File: src/design/addr_ctl_defines.svh
// constants for the address and program control block
`ifndef ADDR_CTL_DEFINES_SVH
`define ADDR_CTL_DEFINES_SVH
// ---------------------------------------------------------------
// register byte offsets
// ---------------------------------------------------------------
`define OFS_STATUS 8'h00
`define OFS_CLEAR  8'h04
`define OFS_ENABLE 8'h08
`define OFS_IMASK  8'h0C
`define OFS_STATE  8'h10
`define OFS_AUX0   8'h14
`define OFS_AUX1   8'h18
// ---------------------------------------------------------------
// status bits and widths
// ---------------------------------------------------------------
`define EV_OVF     0
`define EV_UNF     1
`define EV_BTL     2
`define EV_IRQ     3
`define EV_W       4
`define IRQ_N      15
`define NMI_BIT    14
`define PC_W       12
`define STK_DEPTH  4
`define IO_HIGH    9'h1FF
`define IRQ_VEC    12'h002
`define STARTUP    2'h2
// ---------------------------------------------------------------
// opcodes in instr[15:12]
// ---------------------------------------------------------------
`define OP_NOP   4'h0
`define OP_ARITH 4'h1
`define OP_MEM   4'h2
`define OP_MULI  4'h3
`define OP_LDAI  4'h4
`define OP_LDXI  4'h5
`define OP_LDP   4'h6
`define OP_LARP  4'h7
`define OP_BR    4'h8
`define OP_CALL  4'h9
`define OP_RET   4'hA
`define OP_BTL   4'hB
`define OP_IN    4'hC
`define OP_OUT   4'hD
`define OP_SPILL 4'hE
`define OP_FILL  4'hF
`endif

File: src/design/addr_ctl_pkg.sv
// types shared by the address and program control block
package addr_ctl_pkg;
  typedef enum logic [1:0] {ST_BOOT, ST_RUN, ST_WAIT} st_type;
  typedef struct packed {
    logic       re;
    logic       we;
    logic [7:0] addr;
  } dmem_req_type;
  typedef struct packed {
    logic        rd;
    logic        wr;
    logic [11:0] addr;
  } io_req_type;
endpackage : addr_ctl_pkg

File: src/design/aux_reg.sv
// one auxiliary pointer register with load and step
`timescale 1ns/1ps
`default_nettype none
module aux_reg (
  // clock and reset
  input  wire logic        pclk,
  input  wire logic        presetn,
  // control
  input  wire logic        load,
  input  wire logic [15:0] load_val,
  input  wire logic        inc,
  input  wire logic        dec,
  // value
  output logic      [15:0] value
);
  logic [15:0] val_q;
  logic [15:0] val_d;
  assign val_d = load ? load_val :
                 inc  ? val_q + 16'h0001 :
                 dec  ? val_q - 16'h0001 : val_q;
  assign value = val_q;
  always_ff @(posedge pclk or negedge presetn) begin
    if (!presetn) val_q <= 16'h0000;
    else          val_q <= val_d;
  end
endmodule : aux_reg
`default_nettype wire

File: src/design/ret_stack.sv
// four-deep return stack, top held in a register
`timescale 1ns/1ps
`default_nettype none
`include "addr_ctl_defines.svh"
module ret_stack (
  // clock and reset
  input  wire logic        pclk,
  input  wire logic        presetn,
  // requests
  input  wire logic        push,
  input  wire logic        pop,
  input  wire logic [11:0] push_val,
  // state
  output logic      [11:0] top,
  output logic      [2:0]  depth
);
  logic [11:0] ent_q [`STK_DEPTH];
  logic [2:0]  dep_q;
  assign top   = ent_q[0];
  assign depth = dep_q;
  // full push drops the oldest entry, empty pop yields zero
  always_ff @(posedge pclk or negedge presetn) begin
    if (!presetn) begin
      for (int i = 0; i < `STK_DEPTH; i++) ent_q[i] <= 12'h000;
      dep_q <= 3'h0;
    end else if (push) begin
      ent_q[0] <= push_val;
      for (int i = 1; i < `STK_DEPTH; i++) ent_q[i] <= ent_q[i-1];
      if (dep_q != 3'(`STK_DEPTH)) dep_q <= dep_q + 3'h1;
    end else if (pop) begin
      for (int i = 0; i < `STK_DEPTH - 1; i++) ent_q[i] <= ent_q[i+1];
      ent_q[`STK_DEPTH-1] <= 12'h000;
      if (dep_q != 3'h0) dep_q <= dep_q - 3'h1;
    end
  end
endmodule : ret_stack
`default_nettype wire

File: src/design/dsp_addr_ctl.sv
// address generation and program control with apb status registers
`timescale 1ns/1ps
`default_nettype none
`include "addr_ctl_defines.svh"
module dsp_addr_ctl import addr_ctl_pkg::*; (
  // clock and reset
  input  wire logic        pclk,
  input  wire logic        presetn,
  // apb slave
  input  wire logic        psel,
  input  wire logic        penable,
  input  wire logic        pwrite,
  input  wire logic [7:0]  paddr,
  input  wire logic [31:0] pwdata,
  output logic      [31:0] prdata,
  output logic             pready,
  output logic             pslverr,
  // mode pin
  input  wire logic        mode_select_pin,
  // instruction issue
  input  wire logic        instr_valid,
  input  wire logic [15:0] instr,
  output logic             instr_ready,
  // interrupt sources
  input  wire logic [14:0] irq_req,
  output logic      [14:0] irq_ack,
  // program side
  output logic      [11:0] pc,
  output logic             prog_ext,
  // data and io side
  output dmem_req_type     dmem,
  output logic      [15:0] dmem_wdata,
  input  wire logic [15:0] mem_rdata,
  output io_req_type       io,
  output logic      [15:0] operand,
  output logic      [3:0]  shift_amt,
  output logic             intr
);
  // -------------------------------------------------------------
  // mode pin synchroniser and boot capture
  // -------------------------------------------------------------
  logic mode_s1_q, mode_s2_q, mode_q;
  logic [1:0] boot_q;
  st_type st_q, st_d;
  always_ff @(posedge pclk or negedge presetn) begin
    if (!presetn) begin
      mode_s1_q <= 1'b0;
      mode_s2_q <= 1'b0;
    end else begin
      mode_s1_q <= mode_select_pin;
      mode_s2_q <= mode_s1_q;
    end
  end
  always_ff @(posedge pclk or negedge presetn) begin
    if (!presetn) begin
      boot_q <= 2'h0;
      mode_q <= 1'b0;
    end else if (st_q == ST_BOOT) begin
      boot_q <= boot_q + 2'h1;
      if (boot_q == `STARTUP) mode_q <= mode_s2_q;
    end
  end
  assign prog_ext = ~mode_q;

  // -------------------------------------------------------------
  // decode
  // -------------------------------------------------------------
  logic [3:0] op;
  logic       take, acc, ind, memop, imm, twocyc;
  logic [14:0] imask_q, pend;
  logic [3:0] irq_idx;
  logic       dpp_q, asel_q;
  logic [15:0] aux0, aux1, aux_sel;
  logic [11:0] stk_top;
  logic [2:0]  stk_dep;
  assign op = instr[15:12];
  // every memory op may go indirect
  assign memop = op == `OP_ARITH || op == `OP_MEM || op == `OP_IN
              || op == `OP_OUT || op == `OP_SPILL || op == `OP_FILL;
  assign ind = memop & instr[7];
  assign imm = op == `OP_MULI || op == `OP_LDAI || op == `OP_LDXI;
  // only branch-like and io ops take two cycles
  assign twocyc = op == `OP_BR || op == `OP_CALL || op == `OP_RET
               || op == `OP_BTL || op == `OP_IN || op == `OP_OUT;
  assign pend = irq_req & {1'b1, imask_q[13:0]};
  always_comb begin
    irq_idx = 4'd0;
    for (int i = 13; i >= 0; i--) if (pend[i]) irq_idx = 4'(i);
    if (pend[`NMI_BIT]) irq_idx = 4'(`NMI_BIT);
  end
  assign take = st_q == ST_RUN && |pend;
  assign instr_ready = st_q == ST_RUN && !take;
  assign acc = instr_valid & instr_ready;
  assign aux_sel = asel_q ? aux1 : aux0;

  // -------------------------------------------------------------
  // sequencer
  // -------------------------------------------------------------
  always_comb begin
    st_d = st_q;
    unique case (st_q)
      ST_BOOT: if (boot_q == `STARTUP) st_d = ST_RUN;
      ST_RUN:  if (take || (acc && twocyc)) st_d = ST_WAIT;
      ST_WAIT: st_d = ST_RUN;
    endcase
  end
  always_ff @(posedge pclk or negedge presetn) begin
    if (!presetn) st_q <= ST_BOOT;
    else          st_q <= st_d;
  end

  // -------------------------------------------------------------
  // return stack and pc
  // -------------------------------------------------------------
  logic push, pop;
  logic [11:0] push_val, pc_q;
  // save pc on call and irq entry
  assign push = take || (acc && (op == `OP_CALL || op == `OP_FILL));
  assign pop  = !take && acc && (op == `OP_RET || op == `OP_SPILL);
  // fill pushes a data word onto the stack
  assign push_val = take ? pc_q : (op == `OP_FILL) ? mem_rdata[11:0]
                                                   : pc_q + 12'h001;
  ret_stack u_stack (
    .pclk     (pclk),
    .presetn  (presetn),
    .push     (push),
    .pop      (pop),
    .push_val (push_val),
    .top      (stk_top),
    .depth    (stk_dep)
  );
  always_ff @(posedge pclk or negedge presetn) begin
    if (!presetn) pc_q <= 12'h000;
    else if (take) pc_q <= `IRQ_VEC + {7'h00, irq_idx, 1'b0};
    else if (acc) begin
      unique case (op)
        `OP_BR, `OP_CALL: pc_q <= instr[11:0];
        `OP_RET:          pc_q <= stk_top;
        default:          pc_q <= pc_q + 12'h001;
      endcase
    end
  end
  assign pc = pc_q;
  assign irq_ack = take ? 15'(15'h0001 << irq_idx) : 15'h0000;

  // -------------------------------------------------------------
  // aux registers and data addressing
  // -------------------------------------------------------------
  logic ld0, ld1, stp_inc, stp_dec;
  assign ld0 = acc && op == `OP_LDXI && !instr[8];
  assign ld1 = acc && op == `OP_LDXI && instr[8];
  // step the selected aux alongside execution
  assign stp_inc = acc && ind && instr[5:4] == 2'b01;
  assign stp_dec = acc && ind && instr[5:4] == 2'b10;
  aux_reg u_aux0 (
    .pclk     (pclk),
    .presetn  (presetn),
    .load     (ld0),
    .load_val ({8'h00, instr[7:0]}),
    .inc      (stp_inc & ~asel_q),
    .dec      (stp_dec & ~asel_q),
    .value    (aux0)
  );
  aux_reg u_aux1 (
    .pclk     (pclk),
    .presetn  (presetn),
    .load     (ld1),
    .load_val ({8'h00, instr[7:0]}),
    .inc      (stp_inc & asel_q),
    .dec      (stp_dec & asel_q),
    .value    (aux1)
  );
  // page and select start at zero
  always_ff @(posedge pclk or negedge presetn) begin
    if (!presetn) begin
      dpp_q <= 1'b0;
      asel_q <= 1'b0;
    end else if (acc) begin
      if (op == `OP_LDP) dpp_q <= instr[0];
      if (op == `OP_LARP || (ind && instr[3])) asel_q <= instr[0];
    end
  end
  logic [7:0] daddr;
  // direct page plus offset; indirect aux low byte
  assign daddr = ind ? aux_sel[7:0] : {dpp_q, instr[6:0]};
  always_ff @(posedge pclk or negedge presetn) begin
    if (!presetn) begin
      dmem       <= '0;
      dmem_wdata <= 16'h0000;
      io         <= '0;
      operand    <= 16'h0000;
      shift_amt  <= 4'h0;
    end else begin
      // input ops write the port word to ram, so no read strobe
      dmem.re  <= acc && memop && op != `OP_SPILL && op != `OP_OUT && op != `OP_IN;
      dmem.we  <= acc && (op == `OP_SPILL || op == `OP_IN);
      dmem.addr <= daddr;
      dmem_wdata <= {4'h0, stk_top};
      // io drives port only, upper lines high
      io.rd   <= acc && op == `OP_IN;
      io.wr   <= acc && op == `OP_OUT;
      io.addr <= {`IO_HIGH, instr[10:8]};
      operand <= op == `OP_MULI ? {4'h0, instr[11:0]} : {8'h00, instr[7:0]};
      // shift count issued with the operand
      shift_amt <= (acc && op == `OP_ARITH) ? instr[11:8] : 4'h0;
    end
  end

  // -------------------------------------------------------------
  // events and apb registers
  // -------------------------------------------------------------
  logic [`EV_W-1:0] ev, sts_q, en_q;
  logic wr, hit;
  // test branch burns two cycles and raises its status event
  assign ev[`EV_BTL] = acc && op == `OP_BTL;
  assign ev[`EV_OVF] = push && stk_dep == 3'(`STK_DEPTH);
  assign ev[`EV_UNF] = pop && stk_dep == 3'h0;
  assign ev[`EV_IRQ] = take;
  assign wr = psel & penable & pwrite;
  always_ff @(posedge pclk or negedge presetn) begin
    if (!presetn) begin
      sts_q   <= '0;
      en_q    <= '0;
      imask_q <= 15'h0000;
    end else begin
      sts_q <= (sts_q & ~((wr && paddr == `OFS_CLEAR) ? pwdata[`EV_W-1:0] : '0)) | ev;
      if (wr && paddr == `OFS_ENABLE) en_q <= pwdata[`EV_W-1:0];
      if (wr && paddr == `OFS_IMASK) imask_q <= pwdata[14:0];
    end
  end
  assign intr = |(sts_q & en_q);
  assign hit = paddr == `OFS_STATUS || paddr == `OFS_CLEAR || paddr == `OFS_ENABLE
            || paddr == `OFS_IMASK || paddr == `OFS_STATE || paddr == `OFS_AUX0
            || paddr == `OFS_AUX1;
  assign pready  = 1'b1;
  assign pslverr = psel & penable & ~hit;
  always_comb begin
    prdata = 32'h0000_0000;
    unique case (paddr)
      `OFS_STATUS: prdata = {28'h000_0000, sts_q};
      `OFS_ENABLE: prdata = {28'h000_0000, en_q};
      `OFS_IMASK:  prdata = {17'h0_0000, imask_q};
      `OFS_STATE:  prdata = {16'h0000, pc_q, mode_q, stk_dep[1:0] == 2'h0 && stk_dep[2],
                             dpp_q, asel_q};
      `OFS_AUX0:   prdata = {16'h0000, aux0};
      `OFS_AUX1:   prdata = {16'h0000, aux1};
      default:     prdata = 32'h0000_0000;
    endcase
  end
endmodule : dsp_addr_ctl
`default_nettype wire

File: config.mk
export PLATFORM = sky130hd
export DESIGN_NAME = dsp_addr_ctl
export DESIGN_NICKNAME = d
export VERILOG_FILES = /design/src/design/addr_ctl_pkg.sv /design/src/design/aux_reg.sv /design/src/design/ret_stack.sv /design/src/design/dsp_addr_ctl.sv
export VERILOG_INCLUDE_DIRS = /design/src /design/src/design
export SDC_FILE = /design/constraint.sdc
export NUM_CORES = 1
export LEC_CHECK = 0
export BUFFER_PORTS_ARGS = -buffer_cell sky130_fd_sc_hd__buf_2
export CORE_ASPECT_RATIO = 2
export CORE_MARGIN = 10
export CORE_UTILIZATION = 47
export CTS_CLUSTER_DIAMETER = 100
export DETAILED_ROUTE_END_ITERATION = 10
export HOLD_SLACK_MARGIN = 0.03
export PLACE_DENSITY_LB_ADDON = 0.08
export REMOVE_ABC_BUFFERS = 1
export SYNTH_ARGS = -nofsm -noshare
export SYNTH_HDL_FRONTEND = slang
export SYNTH_SLANG_ARGS = --single-unit
export TNS_END_PERCENT = 50
File: constraint.sdc
create_clock -name pclk -period 7.6 [get_ports pclk]
set_clock_uncertainty 0.15 [all_clocks]
set_input_delay 0.76 -clock pclk [delete_from_list [all_inputs] [get_ports pclk]]
set_output_delay 0.76 -clock pclk [all_outputs]
set_load 0.03 [all_outputs]
After elaboration in Yosys (flattened, before gate mapping)

Cells that the tools add are included.

$add $sub $neg: 9
Equality and inequality tests: 33
Mux-type cells: 42
Bitwise gates (word level): 17
Shifts and indexed selects: 1
Reduce and logical (&&, ||, !) cells: 70

Operator list:

| cell                  | count |
|---|---|
| $mux 16               | 6 |
| $mux 48               | 2 |
| $pmux 16 s6           | 1 |
| $mux 4                | 17 |
| $mux 12               | 5 |
| $add 16x1->16 const B | 2 |
| $eq 4x4->1 const B    | 8 |
| $sub 16x1->16 const B | 2 |
| $logic_and 1x1->1     | 28 |
| $eq 8x5->1 const B    | 3 |
| $pmux 12 s2           | 1 |
| $logic_or 1x1->1      | 22 |
| $eq 8x4->1 const B    | 2 |
| $mux 8                | 2 |
| $and 15x15->15        | 1 |
| $mux 15               | 1 |
| $reduce_or 15->1      | 1 |
| $shl 1x4->15 const A  | 1 |
| $add 12x1->12 const B | 1 |
| $eq 4x3->1 const B    | 3 |
| $mux 3                | 4 |
| $ne 4x4->1 const B    | 3 |
| $and 1x1->1           | 9 |
| $reduce_bool 3->1     | 3 |
| other kinds (27)      | 44 |

Input port bits: 94
Register bits: 171
Output and inout port bits: 124

Logic depth before layout (Yosys ltp)

Gate-level depths: netlist (run 1).

Depth in word-level cells: 18
Gate-level depth with buffers: 15
Mapped depth without buffers: 15

Hierarchy

Synthesis (run 1) repeated with hierarchy kept, for this count alone.

Cells, all modules: 1,178
Area total of the unflattened synthesis: 10,672.7 µm²

Modules (own cells, without submodules):

| module            | area an instance (µm²) | seq. area each (µm²) | times used | cells each |
|---|---|---|---|---|
| dsp_addr_ctl      | 5,330.1                | 2,202.1              | 1          | 603 |
| ret_stack         | 2,412.3                | 1,276.2              | 1          | 243 |
| aux_reg at u_aux0 | 1,507.7                | 400.4                | 1          | 173 |
| aux_reg at u_aux1 | 1,422.6                | 400.4                | 1          | 159 |

Worst setup path after synthesis (run 1)

OpenSTA, ideal clock, no wires.

Kind: input port to flip-flop
Start point: input port irq_req[4]
End point: register u_aux1.val_q[15], in the netlist u_aux1.value[15]
Cell stages on the path: 14
Buffers on the path: 0
Data arrival time: 4.316 ns
Setup slack: 3.064 ns
Path through: a22o_1 nor4_4 nand4_2 nor4_1 nand2_1 ha_1 a211o_1 a211oi_1 nor3_1 nor4b_1 o31ai_1 xnor2_1 or3_1 nand3_1

Cells in the longest elaborated chain, start to end: 11
Elaborated cells on any way between the ends: 16
Those cells by class: mux: 2; bitwise: 4; reduce/logical: 10

Ends and longest elaborated chain:

| element                | line                                     | source |
|---|---|---|
| start: declaration     | dsp_addr_ctl.sv:25                       | `input wire logic [14:0] irq_req,` |
| $and 15x15->15 *       | dsp_addr_ctl.sv:85                       | `assign pend = irq_req & {1'b1, imask_q[13:0]};` |
| $reduce_or 15->1 *     | dsp_addr_ctl.sv:91                       | `assign take = st_q == ST_RUN && \|pend;` |
| $logic_and 1x1->1 *    | dsp_addr_ctl.sv:91                       |  |
| $logic_not 1->1 *      | dsp_addr_ctl.sv:92                       | `assign instr_ready = st_q == ST_RUN && !take;` |
| $logic_and 1x1->1 *    | dsp_addr_ctl.sv:92                       |  |
| $and 1x1->1 *          | dsp_addr_ctl.sv:93                       | `assign acc = instr_valid & instr_ready;` |
| $logic_and 1x1->1      | dsp_addr_ctl.sv:153, dsp_addr_ctl.sv:154 |  |
| $logic_and 1x1->1      | dsp_addr_ctl.sv:153                      | `assign stp_inc = acc && ind && instr[5:4] == 2'b01;` |
| $and 1x1->1            | dsp_addr_ctl.sv:169                      | `.inc (stp_inc & asel_q),` |
| $mux 16                | aux_reg.sv:19                            | `inc ? val_q + 16'h0001 :` |
| $mux 16                | aux_reg.sv:18                            | `assign val_d = load ? load_val :` |
| end signal: assignment | aux_reg.sv:24                            | `else val_q <= val_d;` |
| end: declaration       | aux_reg.sv:16                            | `logic [15:0] val_q;` |

Mark *: on every way between the ends. The rest lies on a longest branch, timed or not.
A chain may end at the register's enable or synchronous reset.

Worst setup path in the final report (run 1)

Start point: register imask_q[4]
End point: register u_aux0.val_q[15], in the netlist u_aux0.value[15]

Cells in the longest elaborated chain, start to end: 11
Elaborated cells on any way between the ends: 16
Those cells by class: mux: 2; bitwise: 4; reduce/logical: 10

Ends and longest elaborated chain:

| element                  | line                                     | source |
|---|---|---|
| start: declaration       | dsp_addr_ctl.sv:70                       | `logic [14:0] imask_q, pend;` |
| start signal: assignment | dsp_addr_ctl.sv:228                      | `` if (wr && paddr == `OFS_IMASK) imask_q <= pwdata[14:0]; `` |
| $and 15x15->15 *         | dsp_addr_ctl.sv:85                       |  |
| $reduce_or 15->1 *       | dsp_addr_ctl.sv:91                       |  |
| $logic_and 1x1->1 *      | dsp_addr_ctl.sv:91                       |  |
| $logic_not 1->1 *        | dsp_addr_ctl.sv:92                       |  |
| $logic_and 1x1->1 *      | dsp_addr_ctl.sv:92                       |  |
| $and 1x1->1 *            | dsp_addr_ctl.sv:93                       |  |
| $logic_and 1x1->1        | dsp_addr_ctl.sv:153, dsp_addr_ctl.sv:154 |  |
| $logic_and 1x1->1        | dsp_addr_ctl.sv:153                      |  |
| $and 1x1->1              | dsp_addr_ctl.sv:160                      | `.inc (stp_inc & ~asel_q),` |
| $mux 16                  | aux_reg.sv:19                            |  |
| $mux 16                  | aux_reg.sv:18                            |  |
| end signal: assignment   | aux_reg.sv:24                            |  |
| end: declaration         | aux_reg.sv:16                            |  |

Marks and branches as above.

==> results of run 1 <==
==> layout by cell type, fill, tap and decap left out, drive strengths merged, types with 11 or more instances in the layout <==
| master | instances |
|---|---|
| conb | 26 |
| nand2 | 160 |
| xor2 | 14 |
| a22o | 23 |
| o31ai | 15 |
| buf | 182 |
| a21o | 12 |
| a22oi | 24 |
| a21oi | 44 |
| xnor2 | 14 |
| and2 | 23 |
| ha | 38 |
| a211oi | 11 |
| a31oi | 28 |
| a221o | 17 |
| o21ai | 53 |
| clkbuf | 18 |
| mux2 | 25 |
| mux2i | 13 |
| nand3 | 40 |
| dfrtp | 171 |
| nor2b | 12 |
| nor2 | 85 |
| o21a | 16 |
| nor3 | 37 |
| inv | 33 |
==> path summary, 6_finish.rpt <==
kind	from	to	slack, ns
worst max register to register	imask_q[4]	u_aux0.value[15]	2.21
worst max-delay path	imask_q[4]	u_aux0.value[15]	2.21
min in group pclk	mode_s1_q	mode_s2_q	0.22
worst min register to register	mode_s1_q	mode_s2_q	0.22
max in group asynchronous	presetn	imask_q[4]	5.30
worst min-delay path	presetn	dmem_wdata[10]	0.12
==> worst register-to-register path: stages (launching register included) <==
cell	delay, ns
dfrtp_1	0.45
a22o_1	0.28
nor4_4	0.47
nand4_2	0.15
buf_4	0.22
nor4_1	0.34
and2b_1	0.27
inv_1	0.32
ha_1	0.41
a211o_1	0.29
a211oi_1	0.39
nor3_1	0.15
nor4b_1	0.66
o31ai_1	0.18
xor2_1	0.18
or3_1	0.31
o21ai_0	0.08
==> metal layers <==
metal / share of wire / global-route usage / vias up
li1: - / - / 4212
met5: 0 / 0 / -
met1: 0.35 / 0.250 / 4381
met2: 0.54 / 0.442 / 330
met3: 0.055 / 0.0558 / 82
met4: 0.052 / 0.143 / 0
==> synthesized netlist by cell type, drive strengths merged, types with 4 or more instances <==
master	number	area, sq um
a211oi	11	82.6
a21boi	4	30.0
a21o	12	90.1
a21oi	44	220
a221o	17	170
a221oi	9	78.8
a22o	23	201
a22oi	24	180
a311oi	4	35.0
a31oi	28	175
a32oi	6	52.6
and2	23	144
and3	9	56.3
buf	48	343
clkbuf	40	150
dfrtp	171	4280
ha	38	475
inv	28	105
mux2	25	282
mux2i	13	130
nand2	160	603
nand2b	6	37.5
nand3	40	200
nand4	9	68.8
nor2	85	327
nor2b	12	75.1
nor3	37	213
nor4	7	58.8
o211ai	9	67.6
o21a	16	120
o21ai	53	265
o22ai	5	31.3
o31ai	15	113
or3	4	25.0
xnor2	14	123
xor2	14	123
==> kinds of logic (layout without fill, tap and decap cells) <==
| kind of cell | after synthesis | in the layout | share of synthesized area |
|---|---|---|---|
| compound gates | 300 | 300 | 0.209 |
| fa+ha+maj | 41 | 41 | 0.0531 |
| flops | 171 | 171 | 0.424 |
| simple gates | 403 | 403 | 0.188 |
| xor+xnor | 28 | 28 | 0.0243 |
| other cells | 2 | 26 | 0.000745 |
| buf+inv | 116 | 242 | 0.0593 |
| mux | 38 | 38 | 0.0408 |
==> where the power goes <==
| group | internal, mW | leakage [nW] | switching (mW) |
|---|---|---|---|
| combinational | 0.731 | 3.17 | 1.08 |
| sequential | 1.19 | 2.17 | 0.344 |
| clock | 0.632 | 0.334 | 0.408 |
| total | 2.55 | 5.68 | 1.84 |
==> per-stage QoR <==
stage	total power, mW	hold slack [ns]	setup slack, ns	std cells
global route	4.67	0.153	1.89	1518
finish	4.39	0.117	2.21	1518
floorplan	2.76	0.181	2.44	1035
detailed placement	3.35	0.202	1.83	1486
global placement	3.31	0.200	1.95	1486
CTS	4.40	0.137	2.21	1518
==> cell type report <==
| cell class | instances | area, sq um |
|---|---|---|
| clock buffer | 18 | 439 |
| clock inverter | 14 | 251 |
| fill | 2032 | 9350 |
| inverter | 28 | 105 |
| multi-input combinational | 836 | 5320 |
| sequential | 171 | 4280 |
| tap | 269 | 337 |
| timing repair buffer | 182 | 945 |
==> state kept, by name, summed over array words and instances (netlist names), 2 cells and up <==
name and cells:
shift_amt 4, boot_q 2, u_stack.top 12, imask_q 15
io 6, u_aux1.value 16, dmem_wdata 12, st_q 2
en_q 4, pc 12, u_stack.ent_q 36, sts_q 4
u_stack.depth 3, u_aux0.value 16, operand 12, dmem 10
==> impl_metrics.yaml, run 1 <==
status:
  outcome: "completed"
global_route:
  overflow: 0
  grt_usage: 0.246
  grt_pass1_vias: 9347
  grt_antenna_before_repair: 0
  grt_start_max_net_pins: 64
  grt_pass1_wl_mm: 52.4
place:
  placed_cell_area_sq_um: 11000
  hpwl_mm: 26.4
  gp_congestion: 0.956
  io_buffer_count: 171
clock_tree:
  cts_tree: "yes"
  clk_path_buf_depth: 2
  clock-root-buffer: "clkbuf_16"
  cts_hold_buf: 0
  cts.sinks: 171
  cts_buffers: 17
  clk_pin_slew_ns: 0.07
  post-cts-setup-buffer-count: 0
  ctsResizeCount: 0
  clk_latency_ns: 0.46
  htree_levels: 4
synthesis:
  synth_edf_count: 0
  ys_async_sr_fraction: 1.00
  yosysSeqAreaShare: 0.424
  ys_warn_count: 0
  synth_top_flop_cell: "dfrtp_1"
  avgSynthCellArea_sq_um: 9.18
  synth.distinct_cells: 65
  synth-seq-cells: 171
  syn_area_sq_um: 10100
  syn_inst: 1099
floorplan:
  start_util: 0.480
  row_count: 75
  core_sq_um: 21000
  die_area_sq_um: 28100
  ios: 218
  die_h_um: 227
  die_x_um: 124
setup_path:
  end_kind: "flop"
  path_buf_inv: 2
  critPathMaxStageDelay_ns: 0.66
  path_delay_family: "simple AND/OR/NAND/NOR gates"
  setup.worst_path.class: "flop to flop"
  start_kind: "flop"
  path_depth: 16
  critPathRequiredTime_ns: 7.83
  cp_slowest_cell: "nor4b_1"
  path_cells: "a22o_1 -> nor4_4 -> nand4_2 -> buf_4 -> nor4_1 -> and2b_1 -> inv_1 -> ha_1 -> a211o_1 -> a211oi_1 -> nor3_1 -> nor4b_1 -> o31ai_1 -> xor2_1 -> or3_1 -> o21ai_0"
  ff2ff_path_depth: 16
  crit_path_max_fanout: 15
  worstPathArrival_ns: 5.62
detailed_routing:
  initialDrtViolationCount: 793
  drc: 0
  viasPerCell: 5.93
  final_antenna_net_count: 0
  drtPass1Iterations: 5
  drt-total-wl_mm: 34.1
  post_drt_wl_per_cell_um: 22.5
  num_vias: 9005
cells_and_area:
  postLayoutCellArea_sq_um: 11700
  final_util: 0.555
  drive_gt1_frac: 0.207
  insertedDiodeCount: 0
  fin_nets: 1371
  area_delta_synth_final_pct: 15.7
min_path:
  hp-class: "primary input to async pin"
job:
  maxCapViolations: 0
timing:
  tightest_slew_ns: 1.13
  maxSlewViolCount: 0
  hold_violations: 0
  rsz0062_at_grt: "false"
  setup_viol: 0
  fin_setup_tns_ns: 0
  maxSlewHeadroom: 0.248
  fmax_mhz: 186
  post-route-min-period_ns: 5.39
  fin_crit_sh: 0.709
power_and_ir_drop:
  p_per_area_nw_per_um2: 376
  p_leak_nw: 5.68
  vdd_drop_max_mv: 0.266
Note: power is estimated with default switching activity, not from simulation.
==> run 2: changes to the inputs <==
Clock period 7.6 ns to 4.7 ns, I/O delays scaled along.
==> run 2 against run 1 <==
- first-iteration DRC count decreased by 3.9%
- power increased by 60%
- register-to-register slack lost 1.9 ns
- non-clock buffer count rose by 41
- combinational power is 72% higher
- worst hold slack got worse by 0.042 ns
- final area up 2.0%
- critical path type unchanged
==> impl_metrics.yaml, run 2 (synthesized netlist as in run 1, its figures left out) <==
floorplan:
  core_sq_um: 21000
  row_count: 75
  die_area_sq_um: 28100
  ios: 218
  start_util: 0.480
  die_x_um: 124
  die_h_um: 227
timing:
  worst_hold_slack_ns: 0.0755
  tightest_slew_ns: 0.838
  fin_setup_tns_ns: 0
  maxSlewHeadroom: 0.439
  fmax_mhz: 226
  rsz0062_at_grt: "false"
  hold_violations: 0
  post-route-min-period_ns: 4.43
  setup_viol: 0
  maxSlewViolCount: 0
  fin_crit_sh: 0.943
job:
  maxCapViolations: 0
cells_and_area:
  area_delta_synth_final_pct: 18.0
  final_cell_mix: "dfrtp_1 (171), buf_2 (170), nand2_1 (159)"
  nFillCells: 2006
  final_common_cell: "dfrtp_1"
  top_register: "u_stack.ent_q"
  fin_nets: 1412
  final_util: 0.566
  largest_register_ffs: 36
  drive_gt1_frac: 0.229
clock_tree:
  cts_tree: "yes"
  clk_path_buf_depth: 2
  cts_buffers: 17
  clock-root-buffer: "clkbuf_16"
  htree_levels: 4
  cts.sinks: 171
  post-cts-setup-buffer-count: 0
  clk_pin_slew_ns: 0.07
  clk_latency_ns: 0.46
setup_path:
  start_kind: "flop"
  crit_path_max_fanout: 6
  r2r_start: "imask_q[1]"
  worstSetupStartpoint: "imask_q[1]"
  end_kind: "flop"
  reg2reg_slack_ns: 0.27
  critPathRequiredTime_ns: 4.89
  worstPathArrival_ns: 4.62
  setup.worst_path.class: "flop to flop"
global_route:
  grt_start_max_net_pins: 86
  grt_antenna_before_repair: 1
  grt_pass1_vias: 9444
  grt_usage: 0.254
  grt_pass1_wl_mm: 53.7
  overflow: 0
detailed_routing:
  post_drt_wl_per_cell_um: 22.5
  drtPass1Iterations: 5
  drt-total-wl_mm: 35.1
  final_antenna_net_count: 0
  drc: 0
  viasPerCell: 5.91
  initialDrtViolationCount: 762
  num_vias: 9221
place:
  gp_congestion: 0.935
  io_buffer_count: 171
  hpwl_mm: 27.3
power_and_ir_drop:
  p_leak_nw: 5.84
  p_per_area_nw_per_um2: 591
  p_total_mw: 7.04
  vdd_drop_max_mv: 0.469
  p_int_mw: 3.98
  p_switching_mw: 3.05
  pwr-share-clk: 0.207
  share_comb_of_total_power: 0.443
  p_sw_frac: 0.434
  p_seq_frac: 0.350
min_path:
  hold_start: "instr[8]"
  hp-class: "primary input to flop"
status:
  outcome: "completed"
-- run 2: cell types whose count changed in the layout (fill, tap and decap cells not counted), sizes merged --
cell	delta
diode	+1
bufinv	-5
buf	+37
dlygate4sd3	+4
inv	+5
clkbuf	-1
clkinv	+1
-- run 2: final timing paths --
path                            depth (start not counted)                to
worst max register to register                         18  u_aux0.value[13]
worst min register to register                          0         mode_s2_q
worst max-delay path                                   18  u_aux0.value[13]
worst min-delay path                                    1             io[0]
min in group asynchronous                               2    dmem_wdata[10]
max in group asynchronous                               3   u_aux0.value[8]
-- run 2: critical path, stage by stage (launching register included) --
cell and delay (ns):
dfrtp_1 0.46, a22o_1 0.28, nor4_4 0.34, nand4_2 0.20, nor4_4 0.30, and2b_1 0.19, inv_1 0.12, ha_1 0.32
a211o_1 0.30, a211oi_1 0.30, buf_4 0.17, nor3_1 0.06, nor4b_1 0.27, buf_4 0.18, buf_4 0.11, o31ai_1 0.07
a21oi_1 0.23, xor2_1 0.16, o21ai_0 0.09
-- run 2: timing repair --
action                     CTS  global route
resized for setup            0             2
setup endpoints to repair    0             6
hold endpoints to repair    85             0
hold buffers                 4             0
-- run 2: final cells by class --
| class | count | area, sq um | area share |
|---|---|---|---|
| clock buffers | 17 | 425 | 0.0357 |
| clock inverters | 15 | 166 | 0.0140 |
| multi-input cells | 836 | 5330 | 0.447 |
| repair buffers | 223 | 1260 | 0.106 |
| inverters | 28 | 105 | 0.00883 |
| diodes | 1 | 2.50 | 0.000210 |
| well taps | 269 | 337 | 0.0283 |
| flip-flops and latches | 171 | 4280 | 0.360 |
-- run 2: layer usage --
metal | track usage | vias to the layer above | share of wire
li1 | - | 4287 | -
met4 | 0.158 | 0 | 0.062
met1 | 0.263 | 4504 | 0.35
met5 | 0 | - | 0
met2 | 0.452 | 334 | 0.54
met3 | 0.0491 | 96 | 0.049
-- run 2: through the flow --
stage	worst slack [ns]	cell area [sq um]	std cells
4_1_cts	0.112	11900	1559
6_report	0.270	11900	1560
5_1_grt	0.0348	11900	1560
2_1_floorplan	-0.174	9680	1035
3_3_place_gp	-0.0283	11300	1523
3_5_place_dp	-0.0450	11300	1523
-- run 2: power by group through the flow --
stage	combinational (mW)	clock [mW]	sequential (mW)
6_report	3.12	1.46	2.46
5_1_grt	3.45	1.53	2.52
4_1_cts	3.12	1.48	2.45
3_5_place_dp	3.10	0	2.47
3_3_place_gp	3.06	0	2.46
2_1_floorplan	1.98	0	2.49
